## src/slot_fault_pkg.sv

```systemverilog
/*
  Shared constants and types for the dual-slot fault control block.
  Assumes a single 50 MHz clock and synchronous active-high reset.
*/
package slot_fault_pkg;
  // ****************************************************************
  // Timing
  // ****************************************************************
  localparam int CLK_MHZ         = 50;
  localparam int POR_TIME_US     = 250;
  localparam int POR_CYCLES      = POR_TIME_US * CLK_MHZ;
  localparam int LIMIT_TIME_US   = 10;
  localparam int LIMIT_CYCLES    = LIMIT_TIME_US * CLK_MHZ;
  localparam int LIMIT_W         = 16;
  localparam int POR_W           = 16;
  // ****************************************************************
  // Thresholds (sense in mV, temperature in degrees C)
  // ****************************************************************
  localparam logic [7:0] SENSE_LIMIT_MV = 8'h32;
  localparam logic [7:0] SENSE_FAST_MV  = 8'h64;
  localparam logic [7:0] TEMP_OC_TRIP   = 8'h8C;
  localparam logic [7:0] TEMP_OC_REL    = 8'h82;
  localparam logic [7:0] TEMP_ALL_TRIP  = 8'hA0;
  localparam logic [7:0] TEMP_ALL_REL   = 8'h96;
  // ****************************************************************
  // Register field positions
  // ****************************************************************
  localparam int CTRL_OVR_DIS_BIT = 2;
  localparam int FLAG_MASK_BIT    = 3;
  localparam int FLAG_SPARE_LO    = 4;
  localparam int FLAG_SPARE_HI    = 5;
  localparam logic [7:0] REG_RESET = 8'h00;
  localparam logic [2:0] ADDR_RESET = 3'h7;
  // Override and spare bits rest at their idle-high level
  localparam logic [7:0] SYNC_RESET = 8'hF0;
  localparam int NSLOT = 2;
  typedef enum logic [2:0] {
    POR_WAIT = 3'b001,
    POR_RUN  = 3'b010,
    POR_IDLE = 3'b100
  } por_state_t;
endpackage

```

## src/slot_sync_if.sv

```systemverilog
/*
  Bundle of synchronised per-slot inputs passed from the synchroniser
  to the fault controller.
  Assumes both ends share clock_i.
*/
`timescale 1ns/100ps
interface slot_sync_if;
  logic [1:0] main_en;
  logic [1:0] stby_en;
  logic [1:0] ovr_n;
  logic [1:0] spare;
  modport src (output main_en, output stby_en, output ovr_n, output spare);
  modport dst (input main_en, input stby_en, input ovr_n, input spare);
endinterface

```

## src/hot_plug_slot_fault_control.sv

```systemverilog
/*
  Per-slot fault latching, override, alert and limit timing for a
  dual-slot hot-plug power controller.
  Assumes analog comparators deliver sense voltage and temperature as
  synchronous digital codes, and a host reaches the status bits by ports.
*/
// Operation
// (RULE1) Trip output low whenever any slot isolation fault latches.
// (RULE2) Main-rail trip released when main enable goes low.
// (RULE3) Auxiliary trip released when standby enable goes low.
// (RULE4) Both faults latched: both enables must go low.
// (RULE5) Override turns all outputs on, bypassing most protections.
// (RULE6) Override never bypasses standby undervoltage lockout.
// (RULE7) Override releases power-good and trip outputs.
// (RULE8) Status keeps real supply conditions during override.
// (RULE9) Control bits unconditionally disable override per slot.
// (RULE10) Spare input levels shown in flags bits four and five.
// (RULE11) Address pins captured when standby supply rises.
// (RULE12) Alert asserted on fault when mask bit is zero.
// (RULE13) Alert clears after host echo-resets the fault bits.
// (RULE14) Main rail trips after limit lasts the programmed duration.
// (RULE15) Sense at or above 50 mV starts limit timer.
// (RULE16) Sense at 100 mV trips main rail at once.
// (RULE17) In overcurrent, thermal trip at 140, release at 130.
// (RULE18) Otherwise all outputs latch off at 160, release 150.
// (RULE19) Controller holds enable pulses at least 100 ns; the code adds no pulse hold, enables only pass the two-stage synchroniser.
// (RULE20) Power-on reset held 250 us after standby valid.
// (RULE21) Main on at enable rise; low turns off, clears latches.
// (RULE22) Standby enable level-sensitive; low clears aux fault.
// (RULE23) Power-good once commanded on and all outputs delivering.
// (RULE24) Registers cleared, outputs off during power-on reset.
// (RULE25) Asynchronous inputs pass a two-stage synchroniser first.
`timescale 1ns/100ps
module hot_plug_slot_fault_control
  import slot_fault_pkg::*;
#(
  parameter int POR_COUNT   = POR_CYCLES,
  parameter int LIMIT_COUNT = LIMIT_CYCLES
)(
  input  wire logic       clock_i,
  input  wire logic       rst_i,
  input  wire logic       standby_supply_i,
  input  wire logic       stby_uvlo_i,
  input  wire logic [1:0] main_uvlo_i,
  input  wire logic [1:0] main_rail_enable_i,
  input  wire logic [1:0] standby_rail_enable_i,
  input  wire logic [1:0] diag_override_n_i,
  input  wire logic [1:0] spare_input_i,
  input  wire logic [2:0] bus_addr_select_i,
  input  wire logic [7:0] sense12_mv_a_i,
  input  wire logic [7:0] sense12_mv_b_i,
  input  wire logic [7:0] sense3_mv_a_i,
  input  wire logic [7:0] sense3_mv_b_i,
  input  wire logic [1:0] aux_overcurrent_i,
  input  wire logic [1:0] out_good_i,
  input  wire logic [7:0] temp_a_i,
  input  wire logic [7:0] temp_b_i,
  input  wire logic [1:0] limit_cap_fitted_i,
  input  wire logic [15:0] limit_cap_cycles_i,
  input  wire logic [1:0] ctrl_ovr_dis_i,
  input  wire logic       alert_mask_i,
  input  wire logic [1:0] echo_clear_main_i,
  input  wire logic [1:0] echo_clear_aux_i,
  output logic      [1:0] main_on_o,
  output logic      [1:0] aux_on_o,
  output logic      [1:0] slot_trip_n_o,
  output logic      [1:0] slot_trip_n_oe_o,
  output logic      [1:0] power_good_n_o,
  output logic      [1:0] power_good_n_oe_o,
  output logic            host_alert_n_o,
  output logic            host_alert_n_oe_o,
  output logic      [7:0] slot_condition_o,
  output logic      [7:0] shared_flags_o,
  output logic      [2:0] smbus_addr_o,
  output logic            ready_o
);
  // ****************************************************************
  // Input synchronisers
  // ****************************************************************
  slot_sync_if sy ();
  input_sync u_sync (
    .clock_i (clock_i),
    .rst_i   (rst_i),
    .raw_i   ({spare_input_i, diag_override_n_i, standby_rail_enable_i,
                main_rail_enable_i}),
    .sy      (sy)
  );

  function automatic logic at_least(input logic [7:0] v, input logic [7:0] th);
    at_least = (v >= th);
  endfunction

  // ****************************************************************
  // Power-on reset sequencer
  // ****************************************************************
  por_state_t        por_r;
  por_state_t        por_nxt;
  logic [POR_W-1:0]  por_cnt_r;
  logic [POR_W-1:0]  por_cnt_nxt;
  logic              stby_q_r;
  logic              stby_q_nxt;
  logic [2:0]        addr_r;
  logic [2:0]        addr_nxt;
  logic              run;

  // (RULE20) hold reset 250 us
  always_comb begin
    por_nxt     = por_r;
    por_cnt_nxt = por_cnt_r;
    stby_q_nxt  = standby_supply_i;
    addr_nxt    = addr_r;
    // (RULE11) capture address on rise
    if (standby_supply_i && !stby_q_r) begin
      addr_nxt = bus_addr_select_i;
    end
    case (por_r)
      POR_IDLE: begin
        por_cnt_nxt = '0;
        if (standby_supply_i && !stby_uvlo_i) begin
          por_nxt = POR_WAIT;
        end
      end
      POR_WAIT: begin
        if (!standby_supply_i || stby_uvlo_i) begin
          por_nxt = POR_IDLE;
        end else if (por_cnt_r >= POR_W'(POR_COUNT - 1)) begin
          por_nxt = POR_RUN;
        end else begin
          por_cnt_nxt = por_cnt_r + 1'b1;
        end
      end
      POR_RUN: begin
        if (!standby_supply_i || stby_uvlo_i) begin
          por_nxt = POR_IDLE;
        end
      end
      default: por_nxt = POR_IDLE;
    endcase
    if (rst_i) begin
      por_nxt     = POR_IDLE;
      por_cnt_nxt = '0;
      stby_q_nxt  = 1'b0;
      addr_nxt    = ADDR_RESET;
    end
  end
  always_ff @(posedge clock_i) begin
    por_r     <= por_nxt;
    por_cnt_r <= por_cnt_nxt;
    stby_q_r  <= stby_q_nxt;
    addr_r    <= addr_nxt;
  end
  assign run = (por_r == POR_RUN);

  // ****************************************************************
  // Per-slot fault logic
  // ****************************************************************
  logic [1:0]       men_q_r;
  logic [1:0]       men_q_nxt;
  logic [1:0]       main_cmd_r;
  logic [1:0]       main_cmd_nxt;
  logic [1:0]       main_flt_r;
  logic [1:0]       main_flt_nxt;
  logic [1:0]       aux_flt_r;
  logic [1:0]       aux_flt_nxt;
  logic [1:0]       oc_hot_r;
  logic [1:0]       oc_hot_nxt;
  logic [1:0]       all_hot_r;
  logic [1:0]       all_hot_nxt;
  logic [1:0]       st_main_r;
  logic [1:0]       st_main_nxt;
  logic [1:0]       st_aux_r;
  logic [1:0]       st_aux_nxt;
  logic [LIMIT_W-1:0] lim_cnt_r [NSLOT];
  logic [LIMIT_W-1:0] lim_cnt_nxt [NSLOT];
  logic [7:0]       s12 [NSLOT];
  logic [7:0]       s3 [NSLOT];
  logic [7:0]       tj [NSLOT];
  logic [1:0]       ovr;

  assign s12[0] = sense12_mv_a_i;
  assign s12[1] = sense12_mv_b_i;
  assign s3[0]  = sense3_mv_a_i;
  assign s3[1]  = sense3_mv_b_i;
  assign tj[0]  = temp_a_i;
  assign tj[1]  = temp_b_i;
  // (RULE9) control bits defeat override
  assign ovr = ~sy.ovr_n & ~ctrl_ovr_dis_i;

  always_comb begin
    men_q_nxt    = sy.main_en;
    main_cmd_nxt = main_cmd_r;
    main_flt_nxt = main_flt_r;
    aux_flt_nxt  = aux_flt_r;
    oc_hot_nxt   = oc_hot_r;
    all_hot_nxt  = all_hot_r;
    st_main_nxt  = st_main_r;
    st_aux_nxt   = st_aux_r;
    for (int i = 0; i < NSLOT; i++) begin
      logic limit;
      logic fast;
      logic expired;
      logic [LIMIT_W-1:0] dur;
      limit   = 1'b0;
      fast    = 1'b0;
      expired = 1'b0;
      // (RULE14) cap-set or default duration
      dur = limit_cap_fitted_i[i] ? limit_cap_cycles_i : LIMIT_W'(LIMIT_COUNT);
      lim_cnt_nxt[i] = '0;
      // (RULE15) limit threshold
      limit = at_least(s12[i], SENSE_LIMIT_MV) || at_least(s3[i], SENSE_LIMIT_MV);
      // (RULE16) fast trip threshold
      fast = at_least(s12[i], SENSE_FAST_MV) || at_least(s3[i], SENSE_FAST_MV);
      if (limit && main_cmd_r[i]) begin
        expired = (lim_cnt_r[i] >= dur - 1'b1);
        lim_cnt_nxt[i] = expired ? lim_cnt_r[i] : lim_cnt_r[i] + 1'b1;
      end
      // (RULE17) overcurrent thermal hysteresis
      if (limit && at_least(tj[i], TEMP_OC_TRIP)) begin
        oc_hot_nxt[i] = 1'b1;
      end else if (!at_least(tj[i], TEMP_OC_REL + 8'h01)) begin
        oc_hot_nxt[i] = 1'b0;
      end
      // (RULE18) general thermal latch
      if (at_least(tj[i], TEMP_ALL_TRIP)) begin
        all_hot_nxt[i] = 1'b1;
      end else if (!at_least(tj[i], TEMP_ALL_REL + 8'h01)) begin
        all_hot_nxt[i] = 1'b0;
      end
      // (RULE21) rising edge switches main on
      if (sy.main_en[i] && !men_q_r[i] && !main_flt_r[i]) begin
        main_cmd_nxt[i] = 1'b1;
      end
      // (RULE8) real status regardless of override
      if (main_cmd_r[i] && (expired || fast || main_uvlo_i[i] || oc_hot_r[i]
          || all_hot_r[i])) begin
        main_flt_nxt[i] = 1'b1;
        st_main_nxt[i]  = 1'b1;
        main_cmd_nxt[i] = 1'b0;
      end else if (echo_clear_main_i[i]) begin
        st_main_nxt[i] = 1'b0;
      end
      if (sy.stby_en[i] && (aux_overcurrent_i[i] || all_hot_r[i])) begin
        aux_flt_nxt[i] = 1'b1;
        st_aux_nxt[i]  = 1'b1;
      end else if (echo_clear_aux_i[i]) begin
        st_aux_nxt[i] = 1'b0;
      end
      // (RULE2) main enable low clears main latch
      if (!sy.main_en[i]) begin
        main_cmd_nxt[i] = 1'b0;
        main_flt_nxt[i] = 1'b0;
      end
      // (RULE3) (RULE22) standby enable low clears aux latch
      if (!sy.stby_en[i]) begin
        aux_flt_nxt[i] = 1'b0;
      end
    end
    // (RULE24) clear during power-on reset
    if (rst_i || !run) begin
      men_q_nxt    = '0;
      main_cmd_nxt = '0;
      main_flt_nxt = '0;
      aux_flt_nxt  = '0;
      oc_hot_nxt   = '0;
      all_hot_nxt  = '0;
      st_main_nxt  = '0;
      st_aux_nxt   = '0;
      for (int i = 0; i < NSLOT; i++) begin
        lim_cnt_nxt[i] = '0;
      end
    end
  end
  always_ff @(posedge clock_i) begin
    men_q_r    <= men_q_nxt;
    main_cmd_r <= main_cmd_nxt;
    main_flt_r <= main_flt_nxt;
    aux_flt_r  <= aux_flt_nxt;
    oc_hot_r   <= oc_hot_nxt;
    all_hot_r  <= all_hot_nxt;
    st_main_r  <= st_main_nxt;
    st_aux_r   <= st_aux_nxt;
    lim_cnt_r  <= lim_cnt_nxt;
  end

  // ****************************************************************
  // Outputs
  // ****************************************************************
  logic [1:0] main_on_nxt;
  logic [1:0] aux_on_nxt;
  logic [1:0] trip_nxt;
  logic [1:0] pg_nxt;
  logic       alert_nxt;
  logic [7:0] cond_nxt;
  logic [7:0] flags_nxt;
  logic [1:0] trip_r;
  logic [1:0] pg_r;
  logic       alert_r;

  always_comb begin
    for (int i = 0; i < NSLOT; i++) begin
      // (RULE5) override forces outputs on
      main_on_nxt[i] = ovr[i] || main_cmd_r[i];
      // (RULE6) standby lockout still blocks aux
      aux_on_nxt[i] = !stby_uvlo_i && (ovr[i] || (sy.stby_en[i] && !aux_flt_r[i]));
      // (RULE1) (RULE4) trip while any latch held
      // (RULE7) override releases the pin
      trip_nxt[i] = (main_flt_r[i] || aux_flt_r[i]) && !ovr[i];
      // (RULE23) good when all outputs deliver
      pg_nxt[i] = main_cmd_r[i] && sy.stby_en[i] && !aux_flt_r[i] && out_good_i[i]
                  && !ovr[i];
    end
    cond_nxt = {4'h0, st_aux_r, st_main_r};
    // (RULE10) spare levels in flags
    flags_nxt = REG_RESET;
    flags_nxt[FLAG_SPARE_HI:FLAG_SPARE_LO] = sy.spare;
    flags_nxt[FLAG_MASK_BIT] = alert_mask_i;
    // (RULE12) (RULE13) alert until echo cleared
    alert_nxt = !alert_mask_i && ((|st_main_r) || (|st_aux_r));
    if (rst_i || !run) begin
      main_on_nxt = '0;
      aux_on_nxt  = '0;
      trip_nxt    = '0;
      pg_nxt      = '0;
      alert_nxt   = 1'b0;
      cond_nxt    = REG_RESET;
      flags_nxt   = REG_RESET;
    end
  end
  always_ff @(posedge clock_i) begin
    main_on_o        <= main_on_nxt;
    aux_on_o         <= aux_on_nxt;
    trip_r           <= trip_nxt;
    pg_r             <= pg_nxt;
    alert_r          <= alert_nxt;
    slot_condition_o <= cond_nxt;
    shared_flags_o   <= flags_nxt;
  end

  // Open-drain pins: output level is always low, enable pulls it
  assign slot_trip_n_o     = 2'h0;
  assign slot_trip_n_oe_o  = trip_r;
  assign power_good_n_o    = 2'h0;
  assign power_good_n_oe_o = pg_r;
  assign host_alert_n_o    = 1'b0;
  assign host_alert_n_oe_o = alert_r;
  assign smbus_addr_o      = addr_r;
  assign ready_o           = run;
endmodule

```

## src/input_sync.sv

```systemverilog
/*
  Two-stage synchronisers for the enable, override and spare inputs.
  Assumes clock_i and synchronous reset rst_i.
*/
`timescale 1ns/100ps
module input_sync
  import slot_fault_pkg::*;
(
  input  wire logic       clock_i,
  input  wire logic       rst_i,
  input  wire logic [7:0] raw_i,
  slot_sync_if.src        sy
);
  logic [7:0] meta_r;
  logic [7:0] meta_nxt;
  logic [7:0] sync_r;
  logic [7:0] sync_nxt;
  // (RULE25) two-stage sync
  always_comb begin
    meta_nxt = rst_i ? SYNC_RESET : raw_i;
    sync_nxt = rst_i ? SYNC_RESET : meta_r;
  end
  always_ff @(posedge clock_i) begin
    meta_r <= meta_nxt;
    sync_r <= sync_nxt;
  end
  assign sy.main_en = sync_r[1:0];
  assign sy.stby_en = sync_r[3:2];
  assign sy.ovr_n   = sync_r[5:4];
  assign sy.spare   = sync_r[7:6];
endmodule

```

## config.mk

```make
export PLATFORM = sky130hd
export DESIGN_NAME = hot_plug_slot_fault_control
export DESIGN_NICKNAME = d
export VERILOG_FILES = /design/src/slot_fault_pkg.sv /design/src/slot_sync_if.sv /design/src/hot_plug_slot_fault_control.sv /design/src/input_sync.sv
export SDC_FILE = /design/constraint.sdc
export NUM_CORES = 1
export LEC_CHECK = 0
export BUFFER_PORTS_ARGS = -buffer_cell sky130_fd_sc_hd__buf_2
export CELL_PAD_IN_SITES_DETAIL_PLACEMENT = 2
export CELL_PAD_IN_SITES_GLOBAL_PLACEMENT = 2
export CORE_MARGIN = 2
export CORE_UTILIZATION = 34
export DETAILED_ROUTE_END_ITERATION = 16
export PLACE_DENSITY = 0.85
export SLEW_MARGIN = 30
export SYNTH_ARGS = -nofsm -noshare
export SYNTH_HDL_FRONTEND = slang
export SYNTH_HIERARCHICAL = 1
export SYNTH_SLANG_ARGS = --single-unit
```

## constraint.sdc

```tcl
create_clock -name clock_i -period 7.75 [get_ports clock_i]
set_clock_uncertainty 0.1 [all_clocks]
set_input_delay 1.55 -clock clock_i [delete_from_list [all_inputs] [get_ports clock_i]]
set_output_delay 1.55 -clock clock_i [all_outputs]
set_load 0.02 [all_outputs]
```

==> results.py, run 1 <==
metrics = {
    "outcome": {
        "outcome": "finished clean",
    },
    "die": {
        "dieArea_mm2": 0.0174,
        "die_width_um": 132,
        "ioPinCount": 128,
        "start_util_pct": 34.8,
        "die_h_um": 132,
        "core_area_mm2": 0.0159,
        "placementRows": 46,
    },
    "worst_setup_path": {
        "crit_arrival_ps": 5880,
        "startpoint_type": "primary input",
        "cp-end-kind": "register",
        "worstPathBufferInverterCount": 1,
        "r2r_slack_ps": 4650,
        "critPathTopFamily": "simple AND/OR/NAND/NOR gates",
        "cp_cell_sequence": "buf_2 -> or4_1 -> nor4_1 -> nor2b_1 -> nand2_1 -> xnor2_1 -> nand2_1 -> ha_1 -> nand4_1 -> nor2_1 -> a2bb2oi_1 -> nand3_1 -> or3_1 -> mux2_1",
        "endpoint": "lim_cnt_r[6]",
        "crit_path_start": "limit_cap_cycles_i[6]",
        "cp_common_cell": "nand2_1",
        "crit_cells": 14,
        "critPathKind": "in2reg",
        "cp_max_fo": 11,
        "cp_data_required_time_ps": 7910,
        "slowest_delay_ps": 600,
        "rr_startpoint": "por_r[1]",
        "r2r_cells": 6,
        "worst_r2r_endpoint": "lim_cnt_r[20]",
        "cpMaxStageDelayCell": "or4_1",
    },
    "synthesis": {
        "seq_area_frac_synth_pct": 37.1,
        "ys_warn_count": 6,
        "synth-edff-count": 0,
        "yosysTopAreaCellShare_pct": 37.1,
        "synth_seq_cells": 103,
        "synth-async-reset-ratio_pct": 0,
        "synthTopCellsByArea": "dfxtp_1 37%, ha_1 8.3%, nand2_1 5.0%, xnor2_1 3.9%, nor2_1 3.9%",
        "synth_ff_type": "dfxtp_1",
        "synth_cell_types": 64,
        "synth.largest_area_cell": "dfxtp_1",
        "synthCells": 660,
        "syn-cell-area_mm2": 0.00555,
        "syn_area_per_cell_um2": 8.42,
    },
    "worst_hold_path": {
        "min_path_type": "reg2reg",
    },
    "global_routing": {
        "globalRoute.totalOverflow": 0,
        "grt_pass1_wl_um": 29700,
        "grt_max_degree": 23,
        "track_usage_pct": 20.9,
        "grt_pass1_vias": 5856,
        "grt_antenna_before_repair": 0,
    },
    "power": {
        "irDropWorstVdd_uv": 103,
        "power.leakage_nw": 2.65,
        "p_per_area_mw_per_mm2": 168,
    },
    "layout": {
        "multi_input_area_mm2": 0.00327,
        "final_core_utilization_pct": 41.0,
        "seq_area_mm2": 0.00206,
        "area_delta_synth_final_pct": 17.7,
        "num_antenna_cells": 0,
        "fin_nets": 891,
        "drive_above_1_share_pct": 17.9,
        "num-fill-cells": 1826,
    },
    "sta": {
        "finalCritPeriodShare_pct": 73.9,
        "slew_headroom_pct": 57.5,
        "finalSetupViolCount": 0,
        "rsz0062_at_grt": "no",
        "slew_violations": 0,
        "hold_viol": 0,
        "min_period_ps": 5730,
        "tightest_slew_ps": 635,
        "fmax_mhz": 175,
        "final.setup.tns_ps": 0,
    },
    "place": {
        "portBuffers": 109,
        "gp_congestion": 0.826,
        "post-dp-hpwl_um": 14100,
    },
    "clocking": {
        "cts_made_buffers": 9,
        "cts_sinks": 103,
        "post-cts-setup-buffer-count": 0,
        "cts-root-buf": "clkbuf_16",
        "post_cts_resized": 0,
        "cts_tree": "built",
        "clockBufferDepth": 2,
        "htree_levels": 3,
        "cts-hold-fix-buffers": 0,
        "clkTransAtPathRegs_ps": 80,
        "clock_latency_ps": 360,
    },
    "routing": {
        "drc": 0,
        "drt-wirelength-per-cell_um": 18.2,
        "totalWireLength_um": 17900,
        "postRouteAntennaNets": 0,
        "vias_per_cell": 5.39,
        "first_iter_violations": 239,
        "first_pass_iters": 4,
        "num_vias": 5288,
    },
    "job": {
        "max-cap-violations": 0,
    },
}
synthesized netlist by cell type, types with 8 or more instances:
| cell | number |
|---|---|
| ha_1 | 37 |
| nand3_1 | 23 |
| nand2_1 | 74 |
| o31ai_1 | 10 |
| nand4_1 | 17 |
| nor3_1 | 18 |
| nor2_1 | 58 |
| and3_1 | 20 |
| or3_1 | 14 |
| nor4_1 | 10 |
| or2_1 | 9 |
| inv_1 | 21 |
| or4_1 | 12 |
| o311ai_0 | 8 |
| dfxtp_1 | 103 |
| a21oi_1 | 40 |
| xnor2_1 | 25 |
| and2_1 | 9 |
| clkbuf_1 | 14 |
| o21ai_0 | 15 |
| buf_4 | 14 |
power by group:
part	total, mW	switching [mW]	internal, mW
combinational	0.101	0.0584	0.0421
clock	0.462	0.233	0.229
sequential	0.537	0.00268	0.534
total	1.10	0.294	0.805
worst min path at each step:
| stage | from | depth (start not counted) | slack, ps | to |
|---|---|---|---|---|
| 6_report | u_sync/meta_r[6] | 1 | 310 | u_sync/sync_r[6] |
| 3_5_place_dp | u_sync/meta_r[6] | 1 | 300 | u_sync/sync_r[6] |
| 5_1_grt | u_sync/meta_r[7] | 1 | 330 | u_sync/sync_r[7] |
| 2_1_floorplan | u_sync/meta_r[4] | 1 | 280 | u_sync/sync_r[4] |
| 3_3_place_gp | u_sync/meta_r[6] | 1 | 280 | u_sync/sync_r[6] |
| 4_1_cts | u_sync/meta_r[6] | 1 | 320 | u_sync/sync_r[6] |
routing by layer:
metal	track usage, %	share of wire [%]	up-vias
li1	-	-	2555
met1	23.6	42	2621
met2	39.6	53	84
met3	3.92	2.7	28
met4	6.76	2.0	0
met5	0	0	-
area by class of cell:
type,instances,share of cell area [%]
repair buffers,110,8.46
clock buffers,9,3.44
multi-input cells,515,50.0
flip-flops and latches,103,31.5
inverters,21,1.21
well taps,216,4.13
clock inverters,7,1.19
state kept, by name, indices dropped and copies added, names as in the netlist, 3 cells and up:
name	count
shared_flags_o	3
por_r	3
por_cnt_r	16
lim_cnt_r	32
u_sync/meta_r	8
slot_condition_o	4
u_sync/sync_r	8
smbus_addr_o	3
cells by family after synthesis:
logic type	Yosys count	share of synthesized area (%)
buffers and inverters	55	5.00
DFF	103	37.1
muxes	4	0.743
AOI/OAI and AO/OA	135	16.6
and+or+nand+nor	293	27.1
adders and majority gates	37	8.34
xor gates and xnor gates	32	5.05
other	1	0.0675
through the flow:
step / hold WS, ps / setup WS, ps / total power [mW] / std cells / cell area [um^2]
final: 313 / 2020 / 1.10 / 981 / 6540
after global routing: 330 / 1650 / 1.14 / 981 / 6540
after CTS: 315 / 2000 / 1.11 / 981 / 6530
after detailed placement: 296 / 1660 / 0.649 / 965 / 6230
after global placement: 285 / 1950 / 0.641 / 965 / 6230
after floorplan: 283 / 2830 / 0.608 / 673 / 5600
worst register-to-register path: stages, from the launching register on:
cell and delay (ps):
dfxtp_1 430, nor3b_1 460, buf_4 250, and2_1 510
nand3_1 580, or2_2 480, o41ai_1 210
cells in the final DEF (no fill, tap or decap), types with 15 or more instances in the layout:
cell	count
and3_1	20
nand2_1	74
dfxtp_1	103
xnor2_1	25
o21ai_0	15
nor2_1	58
buf_2	109
nand3_1	23
nor3_1	18
a21oi_1	40
ha_1	37
nand4_1	17
inv_1	21
Note: power is estimated with default switching activity, not from simulation.
==> run 2: changes to the inputs <==
--- a/config.mk
+++ b/config.mk
@@ -5,13 +5,14 @@
 export SDC_FILE = /design/constraint.sdc
 export NUM_CORES = 1
 export LEC_CHECK = 0
+export ABC_AREA = 1
 export BUFFER_PORTS_ARGS = -buffer_cell sky130_fd_sc_hd__buf_2
 export CELL_PAD_IN_SITES_DETAIL_PLACEMENT = 2
 export CELL_PAD_IN_SITES_GLOBAL_PLACEMENT = 2
 export CORE_MARGIN = 2
-export CORE_UTILIZATION = 34
+export CORE_UTILIZATION = 30
 export DETAILED_ROUTE_END_ITERATION = 16
-export PLACE_DENSITY = 0.85
+export PLACE_DENSITY = 0.8
 export SLEW_MARGIN = 30
 export SYNTH_ARGS = -nofsm -noshare
 export SYNTH_HDL_FRONTEND = slang
==> constraint.sdc (replaced) <==
create_clock -name clock_i -period 5.7 [get_ports clock_i]
set_clock_uncertainty 0.1 [all_clocks]
set_input_delay 1.14 -clock clock_i [delete_from_list [all_inputs] [get_ports clock_i]]
set_output_delay 1.14 -clock clock_i [all_outputs]
set_load 0.02 [all_outputs]
==> run 2 against run 1 <==
Register-to-register slack got worse by 1500 ps. Synthesized area increased by 17%. Die area increased by 32%. Utilization fell by 5.3 points. Synthesized cell count grew 48%. Non-clock buffer count rose by 1.
==> results.py, run 2 <==
metrics = {
    "outcome": {
        "outcome": "finished clean",
    },
    "worst_setup_path": {
        "startpoint_type": "primary input",
        "critPathKind": "in2reg",
        "worst_r2r_endpoint": "lim_cnt_r[0]",
        "cp_max_fo": 18,
        "cp-end-kind": "register",
        "cp_data_required_time_ps": 5810,
        "crit_arrival_ps": 4240,
        "rr_startpoint": "lim_cnt_r[3]",
        "r2r_cells": 10,
        "r2r_slack_ps": 3160,
    },
    "clocking": {
        "cts-hold-fix-buffers": 0,
        "cts_sinks": 103,
        "htree_levels": 3,
        "clkTransAtPathRegs_ps": 70,
        "cts_tree": "built",
        "cts-root-buf": "clkbuf_16",
        "post-cts-setup-buffer-count": 0,
        "post_cts_resized": 0,
        "clock_latency_ps": 350,
        "clockBufferDepth": 2,
        "cts_made_buffers": 9,
    },
    "synthesis": {
        "synth_ff_type": "dfxtp_1",
        "synthTopCellsByArea": "dfxtp_1 32%, nand2_1 14%, inv_1 8.4%, ha_1 7.1%, nor2_1 5.7%",
        "yosysTopAreaCellShare_pct": 31.7,
        "yosysMostFrequentCell": "nand2_1",
        "synth_compound_area_share_pct": 8.76,
        "syn-cell-area_mm2": 0.00650,
        "muxShareOfSynthArea_pct": 0,
        "synth_seq_cells": 103,
        "netlist_top_cells_count": "245 x nand2_1, 145 x inv_1, 103 x dfxtp_1",
        "synthCells": 978,
        "synth_top_family_by_area": "simple AND/OR/NAND/NOR gates",
        "synth-simple-area-share_pct": 33.7,
        "seq_area_frac_synth_pct": 31.7,
        "synth-edff-count": 0,
        "synth-async-reset-ratio_pct": 0,
        "synth_cell_types": 35,
        "syn_area_per_cell_um2": 6.64,
        "synth_xor_area_share_pct": 6.61,
        "synth_fa_ha_area_share_pct": 7.13,
        "synth.largest_area_cell": "dfxtp_1",
        "ys_warn_count": 6,
    },
    "sta": {
        "min_period_ps": 4130,
        "rsz0062_at_grt": "no",
        "slew_violations": 0,
        "final.setup.tns_ps": 0,
        "fmax_mhz": 242,
        "finalCritPeriodShare_pct": 72.4,
        "slew_headroom_pct": 58.4,
        "finalSetupViolCount": 0,
        "hold_viol": 0,
        "tightest_slew_ps": 622,
    },
    "layout": {
        "fin_cells": 1362,
        "top_regs": "lim_cnt_r: 32 flops, por_cnt_r: 16 flops",
        "stdcell_area_mm2": 0.00755,
        "largest_reg_flops": 32,
        "top_register": "lim_cnt_r",
        "fin_nets": 1211,
        "area_delta_synth_final_pct": 16.2,
        "drive_above_1_share_pct": 15.5,
        "final_common_cell": "nand2_1",
        "final_cell_mix": "245 x nand2_1, 145 x inv_1, 109 x buf_2, 103 x dfxtp_1, 98 x nor2_1",
    },
    "die": {
        "start_util_pct": 30.7,
        "die_h_um": 151,
        "die_width_um": 151,
        "placementRows": 53,
        "ioPinCount": 128,
        "dieArea_mm2": 0.0228,
        "core_area_mm2": 0.0212,
    },
    "job": {
        "max-cap-violations": 0,
    },
    "global_routing": {
        "grt_max_degree": 27,
        "grt_pass1_wl_um": 33800,
        "globalRoute.totalOverflow": 0,
        "track_usage_pct": 18.5,
        "grt_pass1_vias": 6997,
        "grt_antenna_before_repair": 3,
    },
    "worst_hold_path": {
        "min_path_type": "reg2reg",
        "worstHoldPathCells": 2,
        "whs_endpoint": "u_sync/sync_r[3]",
        "hp-start": "u_sync/meta_r[3]",
    },
    "place": {
        "gp_congestion": 0.746,
        "portBuffers": 109,
        "post-dp-hpwl_um": 16000,
        "placed_cell_area_mm2": 0.00725,
        "dp_cells": 1344,
    },
    "routing": {
        "drc": 0,
        "drt-wirelength-per-cell_um": 14.7,
        "vias_per_cell": 4.74,
        "postRouteAntennaNets": 0,
        "num_vias": 6452,
        "first_pass_iters": 4,
        "totalWireLength_um": 20100,
        "first_iter_violations": 158,
    },
    "power": {
        "irDropWorstVdd_uv": 174,
        "power.leakage_nw": 3.49,
        "p_per_area_mw_per_mm2": 227,
    },
}
run 2: where the power goes:
part / leakage, nW / internal, mW / total [mW] / switching, mW
clock network: 0.143 / 0.345 / 0.641 / 0.296
registers: 0.835 / 0.743 / 0.760 / 0.0171
logic: 2.51 / 0.0951 / 0.311 / 0.216
run 2: per-stage QoR:
| step | hold slack [ps] | util (%) | setup WS [ps] | total power [mW] |
|---|---|---|---|---|
| 2_1_floorplan | 287 | - | 2210 | 0.996 |
| 3_3_place_gp | 289 | 34.3 | 1370 | 1.08 |
| 3_5_place_dp | 299 | 34.3 | 1170 | 1.09 |
| 4_1_cts | 312 | 35.7 | 1530 | 1.74 |
| 5_1_grt | 325 | 35.7 | 1210 | 1.81 |
| 6_report | 310 | 35.7 | 1570 | 1.71 |
run 2: how the worst max path moves through the flow:
| stage | startpoint | to | slack, ps | cells past startpoint |
|---|---|---|---|---|
| after floorplan | limit_cap_fitted_i[0] | lim_cnt_r[23] | 2210 | 18 |
| after global placement | limit_cap_cycles_i[1] | st_main_r[0] | 1370 | 18 |
| after detailed placement | limit_cap_fitted_i[1] | lim_cnt_r[0] | 1170 | 16 |
| after CTS | limit_cap_fitted_i[1] | lim_cnt_r[0] | 1530 | 16 |
| after global routing | limit_cap_fitted_i[1] | st_main_r[1] | 1210 | 18 |
| final | limit_cap_fitted_i[1] | lim_cnt_r[0] | 1570 | 16 |
run 2: critical path, stage by stage:
cell and delay [ps]:
buf_2 250, inv_2 90, nor2_1 250, nand2_1 140, nor4_1 260, nand2_1 100
xor2_1 200, inv_1 70, ha_1 270, nand2_1 70, nor3_1 250, nand2_1 370
nand2_2 470, inv_2 140, nand2_1 100, a21oi_1 60
run 2: final cells by class:
class | count | area [um^2]
inverter | 154 | 581
tap | 275 | 344
timing repair buffer | 111 | 561
sequential | 103 | 2060
multi-input combinational | 701 | 3700
antenna | 2 | 5.00
clock buffer | 10 | 229
fill | 2648 | 13600
clock inverter | 6 | 68.8
run 2: metal layers:
layer	up-vias	track usage (%)	part of all wire, %
met5	-	0	0.035
met4	2	3.88	0.75
met3	10	3.77	3.8
met2	83	33.4	49
met1	3078	22.7	46
li1	3279	-	-
run 2: cells by family (layout without fill, tap and decap cells):
kind of cell	Yosys count	after routing
XOR/XNOR	49	49
adder cells (fa/ha/maj)	37	37
buffers and inverters	187	281
AND/OR/NAND/NOR	495	495
AO/OA/AOI/OAI	106	106
flip-flops	103	103
other	1	16
